File: config.mk
export PLATFORM = sky130hd
export DESIGN_NAME = scb_synth_ctrl
export DESIGN_NICKNAME = d
export VERILOG_FILES = /design/src/include/scb_pkg.sv /design/src/hw/scb_ref_path.sv /design/src/hw/scb_serial_rx.sv /design/src/hw/scb_synth_ctrl.sv
export SDC_FILE = /design/constraint.sdc
export NUM_CORES = 1
export LEC_CHECK = 0
export BUFFER_PORTS_ARGS = -buffer_cell sky130_fd_sc_hd__buf_2
export CAP_MARGIN = 20
export CELL_PAD_IN_SITES_DETAIL_PLACEMENT = 2
export CELL_PAD_IN_SITES_GLOBAL_PLACEMENT = 2
export CORE_MARGIN = 1
export CORE_UTILIZATION = 39
export CTS_CLUSTER_SIZE = 8
export DETAILED_ROUTE_END_ITERATION = 10
export PLACE_DENSITY_LB_ADDON = 0.1
export REMOVE_ABC_BUFFERS = 1
export SETUP_SLACK_MARGIN = 0.02
export SLEW_MARGIN = 20
export SYNTH_ARGS = -nofsm -noshare
export SYNTH_HDL_FRONTEND = slang
export SYNTH_SLANG_ARGS = --single-unit
export TNS_END_PERCENT = 10
File: constraint.sdc
create_clock -name clk_sys -period 5.3 [get_ports clk_sys]
set_input_delay 1.06 -clock clk_sys [delete_from_list [all_inputs] [get_ports clk_sys]]
set_output_delay 1.06 -clock clk_sys [all_outputs]
set_load 0.02 [all_outputs]
File: src/include/scb_pkg.sv
package scb_pkg;

  // ****************************************************************
  // Serial word layout.
  // ****************************************************************
  localparam int unsigned WORD_W        = 32;
  localparam int unsigned SEL_W         = 4;
  localparam logic [3:0]  SEL_FREQ      = 4'h0;
  localparam logic [3:0]  SEL_AUX_LOW   = 4'h2;
  localparam logic [3:0]  SEL_PHASE     = 4'h3;
  localparam logic [3:0]  SEL_REF       = 4'h4;
  localparam logic [3:0]  SEL_FIXED     = 4'h5;
  localparam logic [3:0]  SEL_OUTPUT    = 4'h6;
  localparam logic [3:0]  SEL_AUX_HIGH  = 4'hD;

  // ****************************************************************
  // Field positions.
  // ****************************************************************
  localparam int unsigned AUX_PART_W    = 14;
  localparam int unsigned AUX_LOW_LSB   = 4;
  localparam int unsigned AUX_HIGH_LSB  = 4;
  localparam int unsigned PH_SDRST_DIS  = 30;
  localparam int unsigned PH_RESYNC_EN  = 29;
  localparam int unsigned PH_STEP_EN    = 28;
  localparam int unsigned PH_VAL_LSB    = 4;
  localparam int unsigned PH_VAL_W      = 24;
  localparam int unsigned RF_MUX_LSB    = 27;
  localparam int unsigned RF_MUX_W      = 3;
  localparam int unsigned RF_DOUBLER    = 26;
  localparam int unsigned RF_HALVER     = 25;
  localparam int unsigned RF_RCNT_LSB   = 15;
  localparam int unsigned RCNT_W        = 10;
  localparam int unsigned RF_DBUF       = 14;
  localparam int unsigned RF_CP_LSB     = 10;
  localparam int unsigned CP_W          = 4;
  localparam int unsigned RF_LEVEL      = 8;
  localparam int unsigned RF_POLARITY   = 7;
  localparam int unsigned RF_PDOWN      = 6;
  localparam int unsigned RF_TRISTATE   = 5;
  localparam int unsigned RF_CNT_RST    = 4;
  localparam int unsigned OUT_GBLEED    = 30;
  localparam int unsigned OUT_DIV_LSB   = 21;
  localparam int unsigned DIV_W         = 3;
  localparam int unsigned RESYNC_CNT_W  = 20;

  // ****************************************************************
  // Reset values.
  // ****************************************************************
  localparam logic [31:0] RST_WORD      = 32'h0000_0000;
  localparam logic [9:0]  RST_RCOUNT    = 10'h001;

endpackage : scb_pkg
File: src/hw/scb_ref_path.sv
`timescale 1ns/1ps
`default_nettype none
module scb_ref_path
  import scb_pkg::*;
#(
  parameter int unsigned CNT_W = RCNT_W
)
(
  input  wire logic              clk_sys,
  input  wire logic              resetn,
  input  wire logic              ref_tick,
  input  wire logic              hold_rst,
  input  wire logic              halver_en,
  input  wire logic [CNT_W-1:0]  ratio,
  output logic                   pfd_ref_q
);

  // ****************************************************************
  // Reference divider and divide-by-two stage.
  // ****************************************************************
  logic [CNT_W-1:0] cnt_q;
  logic             pulse_q;
  logic             tog_q;

  // Count reference ticks; emit one pulse every ratio ticks (0 acts as 1).
  always_ff @(posedge clk_sys)
  begin
    if (!resetn || hold_rst)
    begin
      cnt_q   <= '0;
      pulse_q <= 1'b0;
    end
    else if (ref_tick)
    begin
      if (cnt_q + CNT_W'(1) >= ratio)
      begin
        cnt_q   <= '0;
        pulse_q <= 1'b1;
      end
      else
      begin
        cnt_q   <= cnt_q + CNT_W'(1);
        pulse_q <= 1'b0;
      end
    end
    else
      pulse_q <= 1'b0;
  end

  // Toggle gives a 50 percent duty reference when enabled.
  always_ff @(posedge clk_sys)
  begin
    if (!resetn || hold_rst)
    begin
      tog_q     <= 1'b0;
      pfd_ref_q <= 1'b0;
    end
    else
    begin
      if (pulse_q)
        tog_q <= ~tog_q;
      pfd_ref_q <= halver_en ? tog_q : pulse_q;
    end
  end

endmodule : scb_ref_path
`default_nettype wire

File: src/hw/scb_serial_rx.sv
`timescale 1ns/1ps
`default_nettype none
module scb_serial_rx
  import scb_pkg::*;
(
  input  wire logic              clk_sys,
  input  wire logic              resetn,
  input  wire logic              ser_clk,
  input  wire logic              ser_data,
  input  wire logic              ser_le,
  output logic [WORD_W-1:0]      word_q,
  output logic                   word_valid_q
);

  // ****************************************************************
  // Pin synchronisers.
  // ****************************************************************
  logic [1:0] clk_s_q;
  logic [1:0] dat_s_q;
  logic [1:0] le_s_q;
  logic       clk_d1_q;
  logic       le_d1_q;
  logic [WORD_W-1:0] shift_q;

  // Two flops per pin; only the second stage is read.
  always_ff @(posedge clk_sys)
  begin
    if (!resetn)
    begin
      clk_s_q <= 2'h0;
      dat_s_q <= 2'h0;
      le_s_q  <= 2'h0;
    end
    else
    begin
      clk_s_q <= {clk_s_q[0], ser_clk};
      dat_s_q <= {dat_s_q[0], ser_data};
      le_s_q  <= {le_s_q[0], ser_le};
    end
  end

  // Edge history of the synchronised clock and load enable.
  always_ff @(posedge clk_sys)
  begin
    if (!resetn)
    begin
      clk_d1_q <= 1'b0;
      le_d1_q  <= 1'b0;
    end
    else
    begin
      clk_d1_q <= clk_s_q[1];
      le_d1_q  <= le_s_q[1];
    end
  end

  // Shift in MSB first on each rising serial clock.
  always_ff @(posedge clk_sys)
  begin
    if (!resetn)
      shift_q <= RST_WORD;
    else if (clk_s_q[1] && !clk_d1_q)
      shift_q <= {shift_q[WORD_W-2:0], dat_s_q[1]};
  end

  // Present the word for one cycle when load enable rises.
  always_ff @(posedge clk_sys)
  begin
    if (!resetn)
    begin
      word_q       <= RST_WORD;
      word_valid_q <= 1'b0;
    end
    else
    begin
      word_valid_q <= le_s_q[1] && !le_d1_q;
      if (le_s_q[1] && !le_d1_q)
        word_q <= shift_q;
    end
  end

endmodule : scb_serial_rx
`default_nettype wire

File: src/hw/scb_synth_ctrl.sv
`timescale 1ns/1ps
`default_nettype none
module scb_synth_ctrl
  import scb_pkg::*;
#(
  parameter int unsigned TMO_W = RESYNC_CNT_W
)
(
  input  wire logic                   clk_sys,
  input  wire logic                   resetn,
  input  wire logic                   ser_clk,
  input  wire logic                   ser_data,
  input  wire logic                   ser_le,
  input  wire logic                   ref_in,
  input  wire logic                   lock_detect,
  input  wire logic [TMO_W-1:0]       resync_timeout,
  input  wire logic                   test_n_div,
  output logic [2*AUX_PART_W-1:0]     aux_modulus_q,
  output logic                        sd_reset_q,
  output logic                        resync_pulse_q,
  output logic [PH_VAL_W-1:0]         phase_offset_q,
  output logic                        test_out_q,
  output logic                        test_level_q,
  output logic                        doubler_q,
  output logic                        pfd_ref_q,
  output logic [CP_W-1:0]             pump_current_q,
  output logic                        polarity_q,
  output logic                        pump_off_q,
  output logic                        counters_rst_q,
  output logic                        lock_rst_q,
  output logic                        outputs_en_q,
  output logic [DIV_W-1:0]            out_div_q,
  output logic                        bleed_on_q
);

  // ****************************************************************
  // Serial receiver and register store.
  // ****************************************************************
  logic [WORD_W-1:0] word;
  logic              word_valid;
  logic [WORD_W-1:0] aux_low_q;
  logic [WORD_W-1:0] aux_high_q;
  logic [WORD_W-1:0] phase_q;
  logic [WORD_W-1:0] ref_q;
  logic [WORD_W-1:0] fixed_q;
  logic [WORD_W-1:0] output_q;
  logic [SEL_W-1:0]  sel;
  logic              freq_wr;
  logic              pfd_ref;

  assign sel     = word[SEL_W-1:0];
  assign freq_wr = word_valid && (sel == SEL_FREQ);

  scb_serial_rx u_rx (
    .clk_sys      (clk_sys),
    .resetn       (resetn),
    .ser_clk      (ser_clk),
    .ser_data     (ser_data),
    .ser_le       (ser_le),
    .word_q       (word),
    .word_valid_q (word_valid)
  );

  // Route each latched word by its select code; contents survive power-down.
  always_ff @(posedge clk_sys)
  begin
    if (!resetn)
    begin
      aux_low_q  <= RST_WORD;
      aux_high_q <= RST_WORD;
      phase_q    <= RST_WORD;
      ref_q      <= RST_WORD;
      fixed_q    <= RST_WORD;
      output_q   <= RST_WORD;
    end
    else if (word_valid)
    begin
      case (sel)
        SEL_AUX_LOW:  aux_low_q  <= word;
        SEL_AUX_HIGH: aux_high_q <= word;
        SEL_PHASE:    phase_q    <= word;
        SEL_REF:      ref_q      <= word;
        SEL_FIXED:    fixed_q    <= word;
        SEL_OUTPUT:   output_q   <= word;
        default:      ;
      endcase
    end
  end

  // ****************************************************************
  // Modulus, sigma-delta reset and phase control.
  // ****************************************************************

  // Auxiliary modulus composed from its two halves.
  always_ff @(posedge clk_sys)
  begin
    if (!resetn)
      aux_modulus_q <= '0;
    else
      aux_modulus_q <= {aux_high_q[AUX_HIGH_LSB +: AUX_PART_W],
                        aux_low_q[AUX_LOW_LSB +: AUX_PART_W]};
  end

  // One-cycle modulator reset per frequency write unless disabled.
  always_ff @(posedge clk_sys)
  begin
    if (!resetn)
      sd_reset_q <= 1'b0;
    else
      sd_reset_q <= freq_wr && !phase_q[PH_SDRST_DIS];
  end

  // Phase offset: fraction of 2^24 of a turn; steps add on each frequency write.
  always_ff @(posedge clk_sys)
  begin
    if (!resetn)
      phase_offset_q <= '0;
    else if (word_valid && sel == SEL_PHASE)
      phase_offset_q <= word[PH_VAL_LSB +: PH_VAL_W];
    else if (freq_wr && phase_q[PH_STEP_EN])
      phase_offset_q <= phase_offset_q + phase_q[PH_VAL_LSB +: PH_VAL_W];
  end

  // Resync timer: armed by a frequency write, fires once when it elapses.
  logic [TMO_W-1:0] tmo_q;
  logic             tmo_run_q;

  always_ff @(posedge clk_sys)
  begin
    if (!resetn)
    begin
      tmo_q          <= '0;
      tmo_run_q      <= 1'b0;
      resync_pulse_q <= 1'b0;
    end
    else
    begin
      resync_pulse_q <= 1'b0;
      if (freq_wr && phase_q[PH_RESYNC_EN])
      begin
        tmo_q     <= resync_timeout;
        tmo_run_q <= 1'b1;
      end
      else if (tmo_run_q)
      begin
        if (tmo_q == '0)
        begin
          tmo_run_q      <= 1'b0;
          resync_pulse_q <= phase_q[PH_RESYNC_EN];
        end
        else
          tmo_q <= tmo_q - TMO_W'(1);
      end
    end
  end

  // ****************************************************************
  // Reference path.
  // ****************************************************************
  logic [1:0] ref_s_q;
  logic       ref_d1_q;
  logic       ref_tick;

  // Synchronise the reference and pick active edges.
  always_ff @(posedge clk_sys)
  begin
    if (!resetn)
    begin
      ref_s_q  <= 2'h0;
      ref_d1_q <= 1'b0;
    end
    else
    begin
      ref_s_q  <= {ref_s_q[0], ref_in};
      ref_d1_q <= ref_s_q[1];
    end
  end

  // Doubler makes both edges count; otherwise only the falling edge.
  assign ref_tick = ref_q[RF_DOUBLER] ? (ref_s_q[1] ^ ref_d1_q)
                                      : (!ref_s_q[1] && ref_d1_q);

  scb_ref_path #(
    .CNT_W (RCNT_W)
  ) u_ref (
    .clk_sys   (clk_sys),
    .resetn    (resetn),
    .ref_tick  (ref_tick),
    .hold_rst  (ref_q[RF_CNT_RST] || ref_q[RF_PDOWN]),
    .halver_en (ref_q[RF_HALVER]),
    .ratio     (ref_q[RF_RCNT_LSB +: RCNT_W]),
    .pfd_ref_q (pfd_ref)
  );

  // ****************************************************************
  // Pump, power, test pin and output control.
  // ****************************************************************

  // Retimed divided reference and static control outputs decoded from the reference register.
  always_ff @(posedge clk_sys)
  begin
    if (!resetn)
    begin
      pfd_ref_q      <= 1'b0;
      doubler_q      <= 1'b0;
      pump_current_q <= '0;
      test_level_q   <= 1'b0;
      polarity_q     <= 1'b0;
      pump_off_q     <= 1'b1;
      counters_rst_q <= 1'b0;
      lock_rst_q     <= 1'b0;
      outputs_en_q   <= 1'b0;
    end
    else
    begin
      pfd_ref_q      <= pfd_ref;
      doubler_q      <= ref_q[RF_DOUBLER];
      pump_current_q <= ref_q[RF_CP_LSB +: CP_W];
      test_level_q   <= ref_q[RF_LEVEL];
      polarity_q     <= ref_q[RF_POLARITY];
      pump_off_q     <= ref_q[RF_TRISTATE] || ref_q[RF_PDOWN];
      counters_rst_q <= ref_q[RF_CNT_RST] || ref_q[RF_PDOWN];
      lock_rst_q     <= ref_q[RF_PDOWN];
      outputs_en_q   <= !ref_q[RF_PDOWN];
    end
  end

  // Test multiplexer: selects among internal signals by a 3-bit code.
  always_ff @(posedge clk_sys)
  begin
    if (!resetn)
      test_out_q <= 1'b0;
    else
    begin
      case (ref_q[RF_MUX_LSB +: RF_MUX_W])
        3'h0:    test_out_q <= 1'b0;
        3'h1:    test_out_q <= 1'b1;
        3'h2:    test_out_q <= 1'b0;
        3'h3:    test_out_q <= pfd_ref;
        3'h4:    test_out_q <= test_n_div;
        3'h6:    test_out_q <= lock_detect;
        default: test_out_q <= 1'b0;
      endcase
    end
  end

  // Divider select, optionally held until the next frequency write.
  always_ff @(posedge clk_sys)
  begin
    if (!resetn)
      out_div_q <= '0;
    else if (!ref_q[RF_DBUF] || freq_wr)
      out_div_q <= output_q[OUT_DIV_LSB +: DIV_W];
  end

  // Bleed stays off until lock when gated.
  always_ff @(posedge clk_sys)
  begin
    if (!resetn)
      bleed_on_q <= 1'b0;
    else
      bleed_on_q <= !ref_q[RF_PDOWN] && (!output_q[OUT_GBLEED] || lock_detect);
  end

endmodule : scb_synth_ctrl
`default_nettype wire

==> impl_metrics.toml, run 1 <==
[global_route]
grt_overflow = 0
grt_max_degree = 101
grt_antenna_before_repair = 0
grtUsageTotal_pct = 23.1
first_global_vias = 10132
grt_pass1_wl_um = 53200

[route]
vias = 9513
viasPerCell = 5.46
wl_um = 33100
drtIter0Drc = 460
ant_nets = 0
drc = 0
first_pass_iters = 4
post_drt_wl_per_cell_um = 19.0

[timing]
slew_headroom_pct = 32.1
finalSetupViolCount = 0
tightest_slew_ps = 1020
whs_ps = 429
finalMaxSlewViolations = 0
min_period_ps = 2990
hold_viol = 0
post-route-period-util_pct = 56.5
clock.fmax_ghz = 0.334
clock-skew-final_ps = 11.6
rsz0062_at_grt = "false"

[synthesis]
ys_async_sr_fraction_pct = 0
synth_top_cell_area_share_pct = 47.9
synth_ff_type = "dfxtp_1"
synthCells = 1290
synth_edf_count = 0
synth_top_cell_by_area = "dfxtp_1"
yosys-top-cells-area = "dfxtp_1, nand2_1, a21oi_1"
syn_area_um2 = 11000
synth.yosys.seq_area_share_pct = 47.9
synth-seq-cells = 263
synth_area_per_cell_um2 = 8.53
synth_cell_types = 66
yosys_warnings = 0

[clocking]
clk_latency_ps = 510
h-tree-depth = 2
postCtsHoldBufs = 0
postCtsSetupRepairBufs = 0
cts_sinks = 263
cts-resized-gates = 0
clockRootBuffer = "clkbuf_16"
cts_buffers = 38
clk_pin_slew_ps = 50
clock_path_buffers = 3
tritoncts = "built"

[setup_path]
cp-startpoint = "resetn"
r2r_cells = 6
cp-endpoint = "phase_offset_q[20]$_SDFFE_PN0P_"
rr_startpoint = "u_rx.word_q[1]$_SDFFE_PN0P_"
r2r-end = "phase_offset_q[20]$_SDFFE_PN0P_"
crit_type = "in -> reg"
critPathCaptureType = "flip-flop"
ff2ff_setup_slack_ps = 2380
crit_required_ps = 5750
crit_path_max_fanout = 65
arrival_ps = 3440
critPathLaunchType = "input port"

[placement]
hpwl_um = 21600
placed_area_um2 = 11800
gp_congestion = 0.789
io_buffers = 98
placedCellCount = 1701

[pwr]
leakagePower_nw = 5.15
p_clk_share_pct = 50.6
comb_power_share_pct = 1.8
total_power_mw = 4.17
ir_drop_uv = 213
switching_share_pct = 21.1
p_seq_share_pct = 47.7
power_density_nw_per_um2 = 326
p_int_mw = 3.29
p_switching_mw = 0.882

[cells_and_area]
drive_above_1_share_pct = 12.7
area_growth_pct = 16.2
fillers = 3142
final_util_pct = 46.0
diodes = 0
final_area_um2 = 12800
fin_cells = 1742
nets = 1428

[die]
dieArea_um2 = 28900
rows = 61
die_w_um = 170
fp.coreArea_um2 = 27800
chipHeight_um = 170
start_util_pct = 39.6
io_pins = 99

[flow_run]
maxCapViolations = 0

[min_path]
hp-class = "reg -> reg"

[run_status]
status = "finished, final reports clean"
==> critical path: stages <==
cell      delay, ps
buf_2           130
buf_4           520
nand3_1         730
or4_1           710
o311ai_0        100
a211oi_1         90
nand2_1          80
==> cell usage after synthesis (5+ instances only) <==
master and count:
a22oi_1 9, nor2b_1 5, clkbuf_1 75, xor2_1 7, o21a_1 8, ha_1 36, nand4_1 10, nand2b_1 5
a222oi_1 5, a211oi_1 9, o21ai_0 37, nand3b_1 5, o311ai_0 5, xnor2_1 23, mux2i_1 37, nand2_1 272
or3_1 10, nor3b_1 5, or4_1 6, a21o_1 15, and3_1 11, nor3_1 15, a21oi_1 160, a31oi_1 15
nor2_1 84, inv_1 23, dfxtp_1 263, nand3_1 23, and2_1 50, a32o_1 8
==> layer usage <==
metal  track usage (%)  vias up  part of all wire, %
li1                  -     4578                    -
met1              29.5     4739                   45
met2              40.8      159                   50
met3              3.16       37                  4.1
met4              5.64        0                  1.5
met5                 0        -                    0
==> power groups by stage <==
stage	combinational (mW)	sequential [mW]	clock, mW
after floorplan	0.0326	2.03	0
after global placement	0.0743	2.03	0
after detailed placement	0.0751	2.03	0
after CTS	0.0756	1.99	2.18
after global routing	0.0817	1.99	2.24
final	0.0734	1.99	2.11
==> layout make-up <==
cell class / count / area (µm²) / area share (%)
clock buffer: 40 / 980 / 7.66
clock inverter: 1 / 8.76 / 0.0685
inverter: 24 / 95.1 / 0.744
multi-input combinational: 925 / 5370 / 42.0
sequential: 263 / 5270 / 41.2
tap: 378 / 473 / 3.70
timing repair buffer: 111 / 592 / 4.63
==> cells by family (layout without fill, tap and decap cells) <==
logic type      after synthesis  count (layout)  synth area share [%]
buf+inv                     102             176                  3.49
fa+ha+maj                    37              37                  4.28
mux                          39              39                  3.57
compound gates              302             302                  16.7
xor+xnor                     30              30                  2.39
simple gates                517             517                  21.7
flops                       263             263                  47.9
==> metrics by stage <==
stage / setup TNS [ps] / setup slack, ps
global placement: 0 / 1790
CTS: 0 / 2040
detailed placement: 0 / 1760
global route: 0 / 2020
finish: 0 / 2310
floorplan: -3040 / -363
==> worst min-delay path by stage <==
stage                                          start                    endpoint  cells after the start
final                      u_rx.le_s_q[0]$_SDFF_PN0_   u_rx.le_s_q[1]$_SDFF_PN0_                      1
after global routing      u_rx.dat_s_q[0]$_SDFF_PN0_  u_rx.dat_s_q[1]$_SDFF_PN0_                      1
after CTS                  u_rx.le_s_q[0]$_SDFF_PN0_   u_rx.le_s_q[1]$_SDFF_PN0_                      1
after detailed placement  u_rx.dat_s_q[0]$_SDFF_PN0_  u_rx.dat_s_q[1]$_SDFF_PN0_                      1
after global placement    u_rx.clk_s_q[0]$_SDFF_PN0_  u_rx.clk_s_q[1]$_SDFF_PN0_                      1
after floorplan             phase_q[30]$_SDFFE_PN0P_       sd_reset_q$_SDFF_PN0_                      1
==> state kept, by name (all words and copies together) (netlist names), 2 cells and up <==
signal          cells
u_rx.shift_q       31
u_rx.word_q        31
aux_modulus_q      28
phase_q            27
ref_q              25
phase_offset_q     24
tmo_q              20
aux_high_q         14
aux_low_q          14
u_ref.cnt_q        10
output_q            4
pump_current_q      4
out_div_q           3
ref_s_q             2
u_rx.clk_s_q        2
u_rx.dat_s_q        2
u_rx.le_s_q         2
==> cell usage in the layout, fill, tap and decap left out, types with 9 or more instances in the layout <==
cell type / netlist / layout
nand2_1: 272 / 272
dfxtp_1: 263 / 263
a21oi_1: 160 / 159
buf_2: 1 / 98
nor2_1: 84 / 84
and2_1: 50 / 51
clkbuf_16: 0 / 39
o21ai_0: 37 / 37
mux2i_1: 37 / 37
ha_1: 36 / 36
nand3_1: 23 / 23
xnor2_1: 23 / 23
inv_1: 23 / 23
a21o_1: 15 / 15
a31oi_1: 15 / 15
nor3_1: 15 / 14
buf_4: 0 / 12
and3_1: 11 / 11
or3_1: 10 / 10
nand4_1: 10 / 10
a22oi_1: 9 / 9
a211oi_1: 9 / 9
Power figures use the tool's default switching activity.
==> inputs of run 2 (changes only) <==
--- a/config.mk
+++ b/config.mk
@@ -10,7 +10,7 @@
 export CELL_PAD_IN_SITES_DETAIL_PLACEMENT = 2
 export CELL_PAD_IN_SITES_GLOBAL_PLACEMENT = 2
 export CORE_MARGIN = 1
-export CORE_UTILIZATION = 39
+export CORE_UTILIZATION = 36
 export CTS_CLUSTER_SIZE = 8
 export DETAILED_ROUTE_END_ITERATION = 10
 export PLACE_DENSITY_LB_ADDON = 0.1
==> constraint.sdc (replaced) <==
create_clock -name clk_sys -period 3.1 [get_ports clk_sys]
set_input_delay 0.62 -clock clk_sys [delete_from_list [all_inputs] [get_ports clk_sys]]
set_output_delay 0.62 -clock clk_sys [all_outputs]
set_load 0.02 [all_outputs]
==> impl_metrics.toml, run 2 (synthesis results as in run 1) <==
[cells_and_area]
layout_common_cells = "nand2_1, dfxtp_1, a21oi_1"
regArea_um2 = 5270
fillers = 3300
area_growth_pct = 17.5
mostFrequentLayoutCell = "nand2_1"
final_area_um2 = 12900
nets = 1443
multi_input_area_um2 = 5370
drive_above_1_share_pct = 13.6
final_util_pct = 43.3
reg_top3 = "u_rx.shift_q x31, u_rx.word_q x31, aux_modulus_q x28"
diodes = 0

[global_route]
grt_max_degree = 70
first_global_vias = 10344
grtUsageTotal_pct = 21.9
grt_overflow = 0
grt_pass1_wl_um = 54900
grt_antenna_before_repair = 0

[timing]
rsz0062_at_grt = "false"
setup_slack_ps = 279
finalMaxSlewViolations = 0
tightest_slew_ps = 1110
finalSetupTns_ps = 0
min_period_ps = 2820
hold_viol = 0
finalSetupViolCount = 0
slew_headroom_pct = 26.1
clock-skew-final_ps = 15.4
post-route-period-util_pct = 91.0
whs_ps = 327
clock.fmax_ghz = 0.354

[clocking]
cts_buffers = 38
cts-resized-gates = 0
postCtsHoldBufs = 0
cts_sinks = 263
clock_path_buffers = 3
clk_latency_ps = 520
tritoncts = "built"
h-tree-depth = 2
clockRootBuffer = "clkbuf_16"
postCtsSetupRepairBufs = 0
clk_pin_slew_ps = 50

[route]
top_layer = "met4"
ant_nets = 0
wl_met1_um = 15100
drc = 0
first_pass_iters = 5
post_drt_wl_per_cell_um = 18.8
vias = 9593
drtIter0Drc = 418
dr_wl_met3_um = 1340
dr_wl_met2_um = 16400
wl_um = 33300
viasPerCell = 5.42

[pwr]
leakagePower_nw = 5.23
ir_drop_uv = 351
power_density_nw_per_um2 = 552

[placement]
placed_area_um2 = 11900
io_buffers = 98
pre_cts_ws_ps = 331
hpwl_um = 22900
gp_congestion = 0.828

[die]
rows = 63
dieArea_um2 = 31300
start_util_pct = 36.8
io_pins = 99
chipHeight_um = 177
die_w_um = 177
fp.coreArea_um2 = 29900

[min_path]
hp-class = "in -> reg"
holdPathStages = 2

[setup_path]
arrival_ps = 3270
crit_required_ps = 3550
crit_type = "reg -> reg"
critPathLaunchType = "flip-flop"
r2r_cells = 10
critPathCaptureType = "flip-flop"
crit_path_max_fanout = 5

[run_status]
status = "finished, final reports clean"

[flow_run]
maxCapViolations = 0
run 2: worst paths after layout:
path	from	end	slack (ps)
hold reg to reg	phase_q[30]$_SDFFE_PN0P_	sd_reset_q$_SDFF_PN0_	430
setup reg to reg	phase_offset_q[0]$_SDFFE_PN0P_	phase_offset_q[18]$_SDFFE_PN0P_	280
setup / recovery	phase_offset_q[0]$_SDFFE_PN0P_	phase_offset_q[18]$_SDFFE_PN0P_	280
hold / removal	ser_data	u_rx.dat_s_q[0]$_SDFF_PN0_	330
run 2: where the power goes:
| part | internal [mW] | total (mW) | switching [mW] |
|---|---|---|---|
| logic | 0.0325 | 0.133 | 0.100 |
| registers | 3.40 | 3.40 | 0.00383 |
| clock network | 2.16 | 3.61 | 1.44 |
| total | 5.59 | 7.14 | 1.55 |
run 2: routing by layer:
layer / up-vias / global-route usage, %
met1: 4798 / 27.9
met2: 141 / 38.3
met3: 45 / 3.74
met4: 0 / 5.35
li1: 4609 / -
met5: - / 0
run 2: final cells by class:
type	instances	share of cell area, %
clock inverter	3	0.261
inverter	24	0.736
timing repair buffer	126	5.61
multi-input combinational	925	41.5
sequential	263	40.7
clock buffer	39	7.38
tap	390	3.77
run 2: worst max-delay path: stages (launching register included):
cell,delay (ps)
dfxtp_1,350
ha_1,220
inv_1,80
fa_1,400
nor2b_1,240
o31ai_1,110
buf_4,160
a211oi_2,360
o211ai_1,230
or4_1,500
nand3_1,100
run 2: per-stage QoR:
| step | power (mW) | cells |
|---|---|---|
| finish | 7.14 | 1770 |
| global route | 7.40 | 1770 |
| CTS | 7.25 | 1770 |
| detailed placement | 3.60 | 1728 |
| global placement | 3.60 | 1728 |
| floorplan | 3.53 | 1212 |
